### src/tw_defs.svh
`ifndef TW_DEFS_SVH
`define TW_DEFS_SVH

// Register byte addresses.
`define TW_CMD_ADR 4'h0
`define TW_STAT_ADR 4'h4
`define TW_DATA_ADR 4'h8

// Field positions inside the command and status registers.
`define TW_FLAG_BIT 7
`define TW_PRE_MSB 1

// Reset values.
`define TW_CMD_RST 8'h00
`define TW_DATA_RST 8'hFF
`define TW_PRE_RST 2'h0

// Status codes, prescaler bits taken as zero.
`define TW_SC_IDLE 8'hF8
`define TW_SC_START 8'h08
`define TW_SC_RSTART 8'h10
`define TW_SC_AW_ACK 8'h18
`define TW_SC_AW_NACK 8'h20
`define TW_SC_DW_ACK 8'h28
`define TW_SC_DW_NACK 8'h30
`define TW_SC_ARB 8'h38
`define TW_SC_AR_ACK 8'h40
`define TW_SC_AR_NACK 8'h48
`define TW_SC_DR_ACK 8'h50
`define TW_SC_DR_NACK 8'h58

// Timing: system clock period and serial bit period in ns.
`define TW_CLK_NS 20
`define TW_BIT_NS 10000
`define TW_QTR_CYC (`TW_BIT_NS / (4 * `TW_CLK_NS))

`endif

### src/tw_pkg.sv
package tw_pkg;

    typedef struct packed {
        logic flag;
        logic ack_on;
        logic begin_req;
        logic halt_req;
        logic coll;
        logic on;
        logic rsv;
        logic irq_on;
    } cmd_t;

    typedef struct packed {
        logic scl;
        logic sda;
    } lines_t;

    typedef enum logic [2:0] {
        S_IDLE,
        S_WAIT_FREE,
        S_START,
        S_BYTE,
        S_HOLD,
        S_STOP
    } seq_t;

endpackage

### src/two_wire_master_sequencer.sv
`timescale 1ns/10ps
// Contract
// - Status codes assume prescaler bits zero; software masks them.
// - Master mode starts only with START; address direction bit picks send or receive.
// - Flag clear with begin request and enable set starts once bus is free.
// - After START the flag rises with code 08.
// - After address-plus-read the code is 38, 40 or 48.
// - In code 10 either direction may be loaded; write selects send mode.
// - In code 40 the next byte is answered by ack_on.
// - In code 48 only repeated START, STOP, or STOP then START follow.
// - In code 50 another byte is received, answered by ack_on.
// - In code 58 repeated START, STOP, or STOP then START follow.
// - Received byte sits in the shift register whenever the flag rises with code 50 or 58.
// - In codes 28/30 with no requests another byte is sent.
// - Clear with begin 1 and halt 0 gives repeated START.
// - Clear with halt 1 and begin 0 gives STOP, halt bit self-clears.
// - Clear with both set gives STOP then START, halt bit self-clears.
// - In code 38 with no requests the bus is released, block goes idle.
// - In code 38 with begin set, START follows once the bus is free.
// - Code 38 also covers loss during address-plus-read or a NACK bit.
// - After repeated START ownership stays; any slave or direction may follow.
// - Shift register write with flag low is dropped and sets collision.
`include "tw_defs.svh"

module two_wire_master_sequencer
    import tw_pkg::*;
#(
    parameter int QTR_CYC = `TW_QTR_CYC
) (
    // System
    input wire logic clk,
    input wire logic srst,
    // Wishbone slave
    input wire logic wb_cyc_i,
    input wire logic wb_stb_i,
    input wire logic wb_we_i,
    input wire logic [3:0] wb_adr_i,
    input wire logic [3:0] wb_sel_i,
    input wire logic [31:0] wb_dat_i,
    output logic [31:0] wb_dat_o,
    output logic wb_ack_o,
    // Two-wire pins, open drain
    input wire logic scl_i,
    output logic scl_o,
    output logic scl_oe,
    input wire logic sda_i,
    output logic sda_o,
    output logic sda_oe
);

    logic acc;
    logic ack_ff;
    logic wr;
    logic [3:0] wadr;
    logic cmd_wr;
    logic stat_wr;
    logic data_wr;
    logic [31:0] dat_ff;

    cmd_t cmd_ff;
    logic flag_ff;
    logic coll_ff;
    logic [1:0] pre_ff;
    logic [7:0] shift_ff;
    logic [7:0] code_ff;
    logic go_ff;

    lines_t s1_ff;
    lines_t s2_ff;
    lines_t s3_ff;
    lines_t line_ff;
    lines_t prev_ff;
    logic busy_ff;

    logic [15:0] div_ff;
    logic tick;
    logic adv;

    seq_t state_ff;
    logic [1:0] ph_ff;
    logic [3:0] bit_ff;
    logic own_ff;
    logic rd_ff;
    logic addr_ff;
    logic rx_ff;
    logic ackbit_ff;
    logic got_ack_ff;
    logic scl_low_ff;
    logic sda_low_ff;
    logic set_ff;
    logic halt_clr_ff;
    logic samp_ff;
    logic samp_bit_ff;
    logic lost;

    // Bus slave: every access is answered one cycle after it is seen.
    assign acc = wb_cyc_i & wb_stb_i;
    assign wadr = {wb_adr_i[3:2], 2'b00};
    assign wr = acc & ack_ff & wb_we_i & wb_sel_i[0];
    assign cmd_wr = wr & (wadr == `TW_CMD_ADR);
    assign stat_wr = wr & (wadr == `TW_STAT_ADR);
    assign data_wr = wr & (wadr == `TW_DATA_ADR);
    assign wb_ack_o = ack_ff;
    assign wb_dat_o = dat_ff;

    always_ff @(posedge clk) begin
        if (srst) begin
            ack_ff <= 1'b0;
        end else begin
            ack_ff <= acc & ~ack_ff;
        end
    end

    // Unmapped addresses answer normally with zero data.
    always_ff @(posedge clk) begin
        if (srst) begin
            dat_ff <= 32'h00000000;
        end else if (acc & ~ack_ff) begin
            unique case (wadr)
                `TW_CMD_ADR: dat_ff <= {24'h000000, flag_ff, cmd_ff.ack_on, cmd_ff.begin_req,
                                        cmd_ff.halt_req, coll_ff, cmd_ff.on, 1'b0, cmd_ff.irq_on};
                `TW_STAT_ADR: dat_ff <= {24'h000000, code_ff[7:3], 1'b0, pre_ff};
                `TW_DATA_ADR: dat_ff <= {24'h000000, shift_ff};
                default: dat_ff <= 32'h00000000;
            endcase
        end
    end

    // Software fields of the command register; a write beats the self-clear.
    always_ff @(posedge clk) begin
        if (srst) begin
            cmd_ff <= `TW_CMD_RST;
        end else if (cmd_wr) begin
            cmd_ff <= wb_dat_i[7:0];
            cmd_ff.flag <= 1'b0;
            cmd_ff.coll <= 1'b0;
            cmd_ff.rsv <= 1'b0;
        end else if (halt_clr_ff) begin
            cmd_ff.halt_req <= 1'b0;
        end
    end

    always_ff @(posedge clk) begin
        if (srst) begin
            go_ff <= 1'b0;
        end else begin
            go_ff <= cmd_wr & wb_dat_i[`TW_FLAG_BIT];
        end
    end

    // The hardware set wins over a software clear in the same cycle.
    always_ff @(posedge clk) begin
        if (srst) begin
            flag_ff <= 1'b0;
        end else if (set_ff) begin
            flag_ff <= 1'b1;
        end else if (cmd_wr & wb_dat_i[`TW_FLAG_BIT]) begin
            flag_ff <= 1'b0;
        end
    end

    always_ff @(posedge clk) begin
        if (srst) begin
            coll_ff <= 1'b0;
        end else if (data_wr) begin
            coll_ff <= ~flag_ff;
        end
    end

    always_ff @(posedge clk) begin
        if (srst) begin
            pre_ff <= `TW_PRE_RST;
        end else if (stat_wr) begin
            pre_ff <= wb_dat_i[`TW_PRE_MSB:0];
        end
    end

    always_ff @(posedge clk) begin
        if (srst) begin
            shift_ff <= `TW_DATA_RST;
        end else if (data_wr & flag_ff) begin
            shift_ff <= wb_dat_i[7:0];
        end else if (samp_ff) begin
            shift_ff <= {shift_ff[6:0], samp_bit_ff};
        end
    end

    // Pin synchroniser: a line changes only once stages two and three agree.
    always_ff @(posedge clk) begin
        if (srst) begin
            s1_ff <= '1;
            s2_ff <= '1;
            s3_ff <= '1;
            line_ff <= '1;
            prev_ff <= '1;
        end else begin
            s1_ff <= '{scl: scl_i, sda: sda_i};
            s2_ff <= s1_ff;
            s3_ff <= s2_ff;
            if (s2_ff.scl == s3_ff.scl) begin
                line_ff.scl <= s3_ff.scl;
            end
            if (s2_ff.sda == s3_ff.sda) begin
                line_ff.sda <= s3_ff.sda;
            end
            prev_ff <= line_ff;
        end
    end

    // Bus busy between any START and the next STOP, ours or another master's.
    always_ff @(posedge clk) begin
        if (srst) begin
            busy_ff <= 1'b0;
        end else if (line_ff.scl & prev_ff.scl & prev_ff.sda & ~line_ff.sda) begin
            busy_ff <= 1'b1;
        end else if (line_ff.scl & prev_ff.scl & ~prev_ff.sda & line_ff.sda) begin
            busy_ff <= 1'b0;
        end
    end

    // Quarter bit period enable.
    assign tick = (div_ff == 16'(QTR_CYC - 1));

    always_ff @(posedge clk) begin
        if (srst) begin
            div_ff <= 16'h0000;
        end else if (tick) begin
            div_ff <= 16'h0000;
        end else begin
            div_ff <= div_ff + 16'h0001;
        end
    end

    // Phase 1 stalls until the clock line is seen high, so slow slaves may stretch it.
    assign adv = tick & ((ph_ff != 2'h1) | line_ff.scl);

    // Another master pulled data low while this one released it.
    assign lost = ~sda_low_ff & ~line_ff.sda & (rx_ff ? (bit_ff == 4'h8) : (bit_ff != 4'h8));

    assign scl_o = 1'b0;
    assign sda_o = 1'b0;
    assign scl_oe = scl_low_ff;
    assign sda_oe = sda_low_ff;

    function automatic logic drv_low(input logic [3:0] b);
        if (b == 4'h8) begin
            return rx_ff & ackbit_ff;
        end
        return ~rx_ff & ~shift_ff[3'(4'h7 - b)];
    endfunction

    // Sequencer.
    always_ff @(posedge clk) begin
        if (srst) begin
            state_ff <= S_IDLE;
            ph_ff <= 2'h0;
            bit_ff <= 4'h0;
            own_ff <= 1'b0;
            rd_ff <= 1'b0;
            addr_ff <= 1'b0;
            rx_ff <= 1'b0;
            ackbit_ff <= 1'b0;
            got_ack_ff <= 1'b0;
            scl_low_ff <= 1'b0;
            sda_low_ff <= 1'b0;
            code_ff <= `TW_SC_IDLE;
            set_ff <= 1'b0;
            halt_clr_ff <= 1'b0;
            samp_ff <= 1'b0;
            samp_bit_ff <= 1'b0;
        end else begin
            set_ff <= 1'b0;
            halt_clr_ff <= 1'b0;
            samp_ff <= 1'b0;
            if (~cmd_ff.on) begin
                state_ff <= S_IDLE;
                own_ff <= 1'b0;
                scl_low_ff <= 1'b0;
                sda_low_ff <= 1'b0;
            end else begin
                unique case (state_ff)
                    S_IDLE: begin
                        if (go_ff & cmd_ff.begin_req) begin
                            state_ff <= S_WAIT_FREE;
                        end
                    end
                    S_WAIT_FREE: begin
                        if (tick & ~busy_ff) begin
                            state_ff <= S_START;
                            ph_ff <= 2'h0;
                        end
                    end
                    S_START: begin
                        if (adv) begin
                            ph_ff <= ph_ff + 2'h1;
                            unique case (ph_ff)
                                2'h0: scl_low_ff <= 1'b0;
                                2'h1: sda_low_ff <= 1'b1;
                                2'h2: scl_low_ff <= 1'b1;
                                2'h3: begin
                                    code_ff <= own_ff ? `TW_SC_RSTART : `TW_SC_START;
                                    own_ff <= 1'b1;
                                    addr_ff <= 1'b1;
                                    set_ff <= 1'b1;
                                    state_ff <= S_HOLD;
                                end
                            endcase
                        end
                    end
                    S_BYTE: begin
                        if (adv) begin
                            ph_ff <= ph_ff + 2'h1;
                            unique case (ph_ff)
                                2'h0: scl_low_ff <= 1'b0;
                                2'h1: begin
                                    if (lost) begin
                                        // Let go of both lines at once; the winner owns the clock now.
                                        scl_low_ff <= 1'b0;
                                        sda_low_ff <= 1'b0;
                                        own_ff <= 1'b0;
                                        code_ff <= `TW_SC_ARB;
                                        set_ff <= 1'b1;
                                        state_ff <= S_HOLD;
                                    end else if (bit_ff == 4'h8) begin
                                        got_ack_ff <= ~line_ff.sda;
                                    end else if (rx_ff) begin
                                        samp_ff <= 1'b1;
                                        samp_bit_ff <= line_ff.sda;
                                    end
                                end
                                2'h2: scl_low_ff <= 1'b1;
                                2'h3: begin
                                    if (bit_ff == 4'h8) begin
                                        sda_low_ff <= 1'b0;
                                        addr_ff <= 1'b0;
                                        set_ff <= 1'b1;
                                        state_ff <= S_HOLD;
                                        if (addr_ff & rd_ff) begin
                                            code_ff <= got_ack_ff ? `TW_SC_AR_ACK : `TW_SC_AR_NACK;
                                        end else if (addr_ff) begin
                                            code_ff <= got_ack_ff ? `TW_SC_AW_ACK : `TW_SC_AW_NACK;
                                        end else if (rx_ff) begin
                                            code_ff <= ackbit_ff ? `TW_SC_DR_ACK : `TW_SC_DR_NACK;
                                        end else begin
                                            code_ff <= got_ack_ff ? `TW_SC_DW_ACK : `TW_SC_DW_NACK;
                                        end
                                    end else begin
                                        bit_ff <= bit_ff + 4'h1;
                                        sda_low_ff <= drv_low(bit_ff + 4'h1);
                                    end
                                end
                            endcase
                        end
                    end
                    S_HOLD: begin
                        if (go_ff) begin
                            ph_ff <= 2'h0;
                            if (~own_ff) begin
                                code_ff <= `TW_SC_IDLE;
                                state_ff <= cmd_ff.begin_req ? S_WAIT_FREE : S_IDLE;
                            end else if (cmd_ff.halt_req) begin
                                sda_low_ff <= 1'b1;
                                state_ff <= S_STOP;
                            end else if (cmd_ff.begin_req) begin
                                sda_low_ff <= 1'b0;
                                state_ff <= S_START;
                            end else if (code_ff == `TW_SC_AR_NACK || code_ff == `TW_SC_DR_NACK) begin
                                // No data step follows a refused read; the flag comes straight back.
                                set_ff <= 1'b1;
                            end else begin
                                bit_ff <= 4'h0;
                                ackbit_ff <= cmd_ff.ack_on;
                                if (addr_ff) begin
                                    rd_ff <= shift_ff[0];
                                    rx_ff <= 1'b0;
                                    sda_low_ff <= ~shift_ff[7];
                                end else begin
                                    rx_ff <= rd_ff;
                                    sda_low_ff <= ~rd_ff & ~shift_ff[7];
                                end
                                state_ff <= S_BYTE;
                            end
                        end
                    end
                    S_STOP: begin
                        if (adv) begin
                            ph_ff <= ph_ff + 2'h1;
                            unique case (ph_ff)
                                2'h0: scl_low_ff <= 1'b0;
                                2'h1: sda_low_ff <= 1'b0;
                                2'h2: begin
                                    own_ff <= 1'b0;
                                    halt_clr_ff <= 1'b1;
                                    code_ff <= `TW_SC_IDLE;
                                    state_ff <= cmd_ff.begin_req ? S_WAIT_FREE : S_IDLE;
                                end
                                2'h3: state_ff <= S_IDLE;
                            endcase
                        end
                    end
                endcase
            end
        end
    end

endmodule

### config.mk
export PLATFORM = sky130hd
export DESIGN_NAME = two_wire_master_sequencer
export DESIGN_NICKNAME = d
export VERILOG_FILES = /design/src/tw_pkg.sv /design/src/two_wire_master_sequencer.sv
export VERILOG_INCLUDE_DIRS = /design/src
export SDC_FILE = /design/constraint.sdc
export NUM_CORES = 1
export LEC_CHECK = 0
export BUFFER_PORTS_ARGS = -buffer_cell sky130_fd_sc_hd__buf_2
export CORE_ASPECT_RATIO = 0.9
export CORE_MARGIN = 4
export CORE_UTILIZATION = 25
export CTS_CLUSTER_DIAMETER = 150
export CTS_CLUSTER_SIZE = 10
export DETAILED_ROUTE_END_ITERATION = 6
export RECOVER_POWER = 50
export SLEW_MARGIN = 20
export SYNTH_ARGS = -nofsm -noshare
export SYNTH_HDL_FRONTEND = slang
export SYNTH_SLANG_ARGS = --single-unit
### constraint.sdc
create_clock -name clk -period 5.8 [get_ports clk]
set_clock_uncertainty 0.1 [all_clocks]
set_input_delay 0.58 -clock clk [delete_from_list [all_inputs] [get_ports clk]]
set_output_delay 0.58 -clock clk [all_outputs]
set_load 0.02 [all_outputs]
---- Word level (Yosys, flattened, before mapping) ----
Index checks and enable logic that the tools add are counted.
operators by class
  $lt $le $gt $ge ......................... 1
  bitwise logic cells ..................... 45
  reductions and logical operators ........ 30
  $add $sub $neg .......................... 4
  muxes and demuxes ....................... 118
  equal/unequal tests ..................... 49
operators with widths
  cell                     count
  $mux W8                  11
  $mux W1                  57
  $mux W4                  10
  $mux W3                  13
  $ne A2 B2 Y1 const B     19
  $pmux W8 S4              1
  $and A1 B1 Y1            24
  $pmux W8 S3              1
  $reduce_and A12 Y1       2
  $reduce_and A8 Y1        3
  $mux W7                  3
  $reduce_and A7 Y1        3
  $not A1 Y1               20
  $pmux W3 S6              1
  $add A16 B1 Y16 const B  1
  $eq A16 B7 Y1 const B    1
  $eq A8 B7 Y1 const B     2
  $pmux W8 S2              1
  $ne A3 B3 Y1 const B     4
  $ne A4 B4 Y1 const B     3
  $pmux W1 S3              4
  $pmux W3 S2              2
  $reduce_bool A2 Y1       6
  $reduce_and A11 Y1       1
  36 further kinds         54
storage, ports and cells
  word-level logic and storage cells ...... 287
  register bits ........................... 107

---- Longest topological paths before layout ----
  depth in word-level cells ............... 14
  depth in mapped cells ................... 9
  gate-level depth less buffers ........... 7

---- Least setup slack after synthesis ----
OpenSTA, ideal clock, no wires.
  kind .................................... register to register
  start point ............................. reg div_ff[13]
  end point ............................... reg state_ff[2]
  path buffers ............................ 0
  cell stages (with the launch flop) ...... 6
  path slack .............................. 3.322 ns
  data arrival time ....................... 2.306 ns
  data required time ...................... 5.628 ns
  path through ............................ dfxtp_1 > or4_4 > or4_4 > a222oi_1 > and4_4 > mux2i_1
on the way
  cells in the longest elaborated chain, start to end .. 4
  elaborated cells between the ends (all ways) .. 8
  classes of those cells .................. 5 x eq/ne; 2 x bitwise; 1 x reduce/logical
ends and longest elaborated chain
  item                                     RTL line                                                            RTL
  start, declared                          two_wire_master_sequencer.sv:75                                     logic [15:0] div_ff;
  start signal, assigned                   two_wire_master_sequencer.sv:230                                    div_ff <= div_ff + 16'h0001;
  $eq A16 B7 Y1 *                          two_wire_master_sequencer.sv:222                                    assign tick = (div_ff == 16'(QTR_CYC - 1));
  $and A1 B1 Y1, on equally long branches  two_wire_master_sequencer.sv:288, two_wire_master_sequencer.sv:235
  $ne A2 B2 Y1 (no source line)            n/a
  $reduce_and A12 Y1 (no source line) *    n/a
  end signal, assigned                     two_wire_master_sequencer.sv:360                                    state_ff <= cmd_ff.begin_req ? S_WAIT_FREE : S_IDLE;
  end signal, assigned                     two_wire_master_sequencer.sv:395                                    state_ff <= cmd_ff.begin_req ? S_WAIT_FREE : S_IDLE;
  end, declared                            two_wire_master_sequencer.sv:79                                     seq_t state_ff;
Every way passes the cells marked *; elsewhere a longest branch is shown, timed or not.
A chain may end at the register's enable or synchronous reset.

---- Final worst setup path ----
  start point ............................. in srst
  end point ............................... reg div_ff[6]
on the way
  cells in the longest elaborated chain, start to end .. 1
ends and longest elaborated chain
  item                               RTL line                         RTL
  start, declared                    two_wire_master_sequencer.sv:32  input wire logic srst,
  $reduce_or A2 Y1 (no source line)  n/a
Every way passes these cells.

==> summary.txt <==
Logic synthesis
  • Unique masters post-synth: 57
  • Ys async rst share: 0%
  • Synth Area in Simple Gates: 25.6%
  • Top_reg_cell synth: dfxtp_1
  • EDFF count, synth: 0
  • Avg Inst Size Synth: 8.37 sq um
  • Mux cell area share after synthesis: 9.96%
  • Post-Synth Adder-Cell Area: 2.32%
  • Post-Synthesis Cell Area: 4320 sq um
  • Post-synthesis register bit count: 80
  • Xor/xnor share of the synthesized area: 2.64%
  • Sequential fraction of the synthesis area: 37.1%
  • Yosys warnings: 0
  • Largest family of logic cells by synthesized area: simple AND/OR/NAND/NOR gates
  • Synth Area in Compound Gates: 14.5%
  • Syn Inst Count: 516

Timing
  • Worst Max-Slew Pin Slew: 2.74 ns
  • RSZ-0062 raised after global routing: false
  • Post-layout minimum cycle time: 3.30 ns
  • Max-slew headroom: -82.6%
  • # setup viols final: 0
  • Hold Fails Final Rpt: 0
  • Max-slew violations: 67
  • Crit share post-route: 56.9%
  • WHS: 0.308 ns
  • Fmax achieved: 0.303 GHz
  • Setup TNS: 0 ns

Global routing
  • Total gr overflow: 0
  • GRT Resource Usage Total: 10.1%
  • First-pass GRT wire length: 16,300 microns
  • Pin count of the biggest net entering global routing: 67
  • Number of global-route vias before repair: 3,135
  • Initial antenna violation count: 0

Job
  • Max-cap violations: 1

Setup path
  • CP Data Arrival Time: 3.39 ns
  • Highest-delay cell along the critical path: clkbuf_1
  • Required time of the critical path: 5.89 ns
  • Largest stage delay, worst path: 1.92 ns
  • Worst Path Max Fanout: 66
  • Worst setup SP type: input port
  • Worst path cell trace: buf_2 > clkbuf_1 > nand2b_1 > nor2_1
  • CP Capture Type: flip-flop
  • Crit Path Class: input port to flip-flop
  • Kind of cell adding the most delay to the critical path: buffers and inverters
  • Buf/Inv on CP: 2

Finish
  • Post-route cell area: 4850 sq um
  • N_diodes: 0
  • Fin nets: 585
  • Layout cells sized above 1: 9.36%
  • Layout Utilization: 28.7%
  • Area Growth Syn to Fin: 12.4%

Die
  • Core area: 16,900 sq um
  • IO Pins: 84
  • Initial Util: 25.6%
  • Die Wd: 147 microns
  • Die ar.: 19,500 sq um
  • Die Y: 133 microns
  • Row cnt: 45

Run status
  • Status: finished, violations left
  • Failing checks: capacitance limit, slew limit

Placement
  • Final HPWL DP: 7180 microns
  • PortBufs: 28
  • Placed cell area: 4540 sq um
  • Gpl congestion: 0.879

Detailed routing
  • Total Wirelength: 9950 microns
  • DRC: 0
  • Via count: 3,523
  • Post-DRT Antenna Nets: 0
  • WL/cell: 13.4 microns
  • Routed vias/inst: 4.73
  • Drt pass-1 iters: 4
  • Initial DRC Count: 178

CTS
  • CTS root buffer: clkbuf_16
  • Clock Tree Buf Depth: 2
  • Clock latency on the worst-skew pair: 0.33 ns
  • CTS tree: built
  • CTS resizes: 0
  • Total CTS buffers: 9
  • Clock transition at path regs: 0.05 ns
  • CTS sink count: 80
  • H-Tree Depth: 3
  • Post-CTS setup buffers: 0
  • # hold bufs at CTS: 0

Pwr
  • Lkg Pwr: 0.00175 uW
  • Max IR drop VDD: 0.000158 V
  • Pwr dens: 261 nW/um^2

Min path
  • Hold/Removal Path Class: flip-flop to flip-flop
[cells in the final DEF, fill, tap and decap left out, types with 3 or more instances in the layout]
| cell type | count |
|---|---|
| or2_2 | 8 |
| a22oi_1 | 3 |
| xor2_1 | 7 |
| nand3b_1 | 8 |
| clkbuf_16 | 9 |
| a31oi_1 | 5 |
| o21ai_0 | 24 |
| a211oi_1 | 12 |
| and3_1 | 6 |
| o31ai_1 | 5 |
| a21oi_1 | 26 |
| nand2b_1 | 18 |
| o21bai_1 | 3 |
| ha_1 | 8 |
| xnor2_1 | 6 |
| nand2_1 | 31 |
| conb_1 | 26 |
| nor2b_1 | 9 |
| inv_1 | 13 |
| buf_2 | 17 |
| clkbuf_1 | 13 |
| nor2_1 | 70 |
| or4_1 | 4 |
| nor3_1 | 13 |
| dfxtp_1 | 80 |
| or3_1 | 3 |
| nor3b_1 | 6 |
| nand3_1 | 16 |
| mux2i_1 | 34 |
| mux2_2 | 4 |
| o211ai_1 | 3 |
| nand4_1 | 6 |
| bufinv_16 | 3 |
[metrics by stage]
step / cells / setup slack (ns) / total power, uW
after floorplan: 541 / 3.32 / 639
after global placement: 730 / 3.06 / 643
after global routing: 745 / 2.10 / 1320
final: 745 / 2.50 / 1270
after CTS: 745 / 3.03 / 1290
after detailed placement: 730 / 3.06 / 644
[final cells by class]
cell class	count	area, sq um
fillers	1817	12000
clock inverters	5	106
inverters	13	48.8
repair buffers	29	130
well taps	211	264
flip-flops and latches	80	1600
multi-input cells	397	2470
clock buffers	10	229
[final timing paths]
check                           cells after the start       start  slack [ns]          end
worst max-delay path                                4        srst        2.50    div_ff[6]
worst min-delay path                                1    s1_ff[0]        0.31     s2_ff[0]
worst max register to register                      5  div_ff[13]        2.97  state_ff[1]
worst min register to register                      1    s1_ff[0]        0.31     s2_ff[0]
[Yosys cell counts (all sizes together), types with 6 or more instances]
library cell,number,share of area (%)
nor3,13,1.5
a21oi,26,3.0
nand4,6,0.87
nor2,70,6.1
nor3b,6,1.0
or2,8,1.2
clkbuf,24,2.1
xnor2,6,1.2
o21ai,24,2.8
mux2i,34,7.9
inv,13,1.1
and3,6,0.87
dfxtp,80,37
a211oi,12,2.1
nor2b,9,1.3
nand2b,18,2.6
nand3,16,1.9
nand2,31,2.7
buf,27,4.6
nand3b,8,1.4
ha,8,2.3
xor2,7,1.4
or4,6,1.2
[per-layer routing]
layer	vias to the layer above	routed length [microns]	track usage, %
met2	75	4220	13.8
met3	11	479	3.25
met4	0	91	2.14
met1	1625	5160	15.2
met5	-	0	0
li1	1812	-	-
[state kept, by name (all words and copies together) (netlist names), 2 cells and up]
name,cells
bit_ff,4
cmd_ff,5
code_ff,5
div_ff,16
line_ff,2
ph_ff,2
pre_ff,2
prev_ff,2
s1_ff,2
s2_ff,2
s3_ff,2
shift_ff,8
state_ff,3
wb_dat_o,8
[cell families (layout without fill, tap and decap cells)]
group	after synthesis	in the layout
other	1	26
buffers and inverters	64	57
muxes	40	40
DFF	80	80
adders and majority gates	8	8
AOI/OAI and AO/OA	98	98
xor gates and xnor gates	13	13
and+or+nand+nor	212	212
[report_power, final]
group	internal, uW	total [uW]	switching (uW)	leakage, uW
Clock	419	637	218	0.000159
Combinational	19.8	67.7	47.9	0.000942
Sequential	558	563	5.67	0.000648
Total	996	1270	272	0.00175
Note: power is estimated with default switching activity, not from simulation.
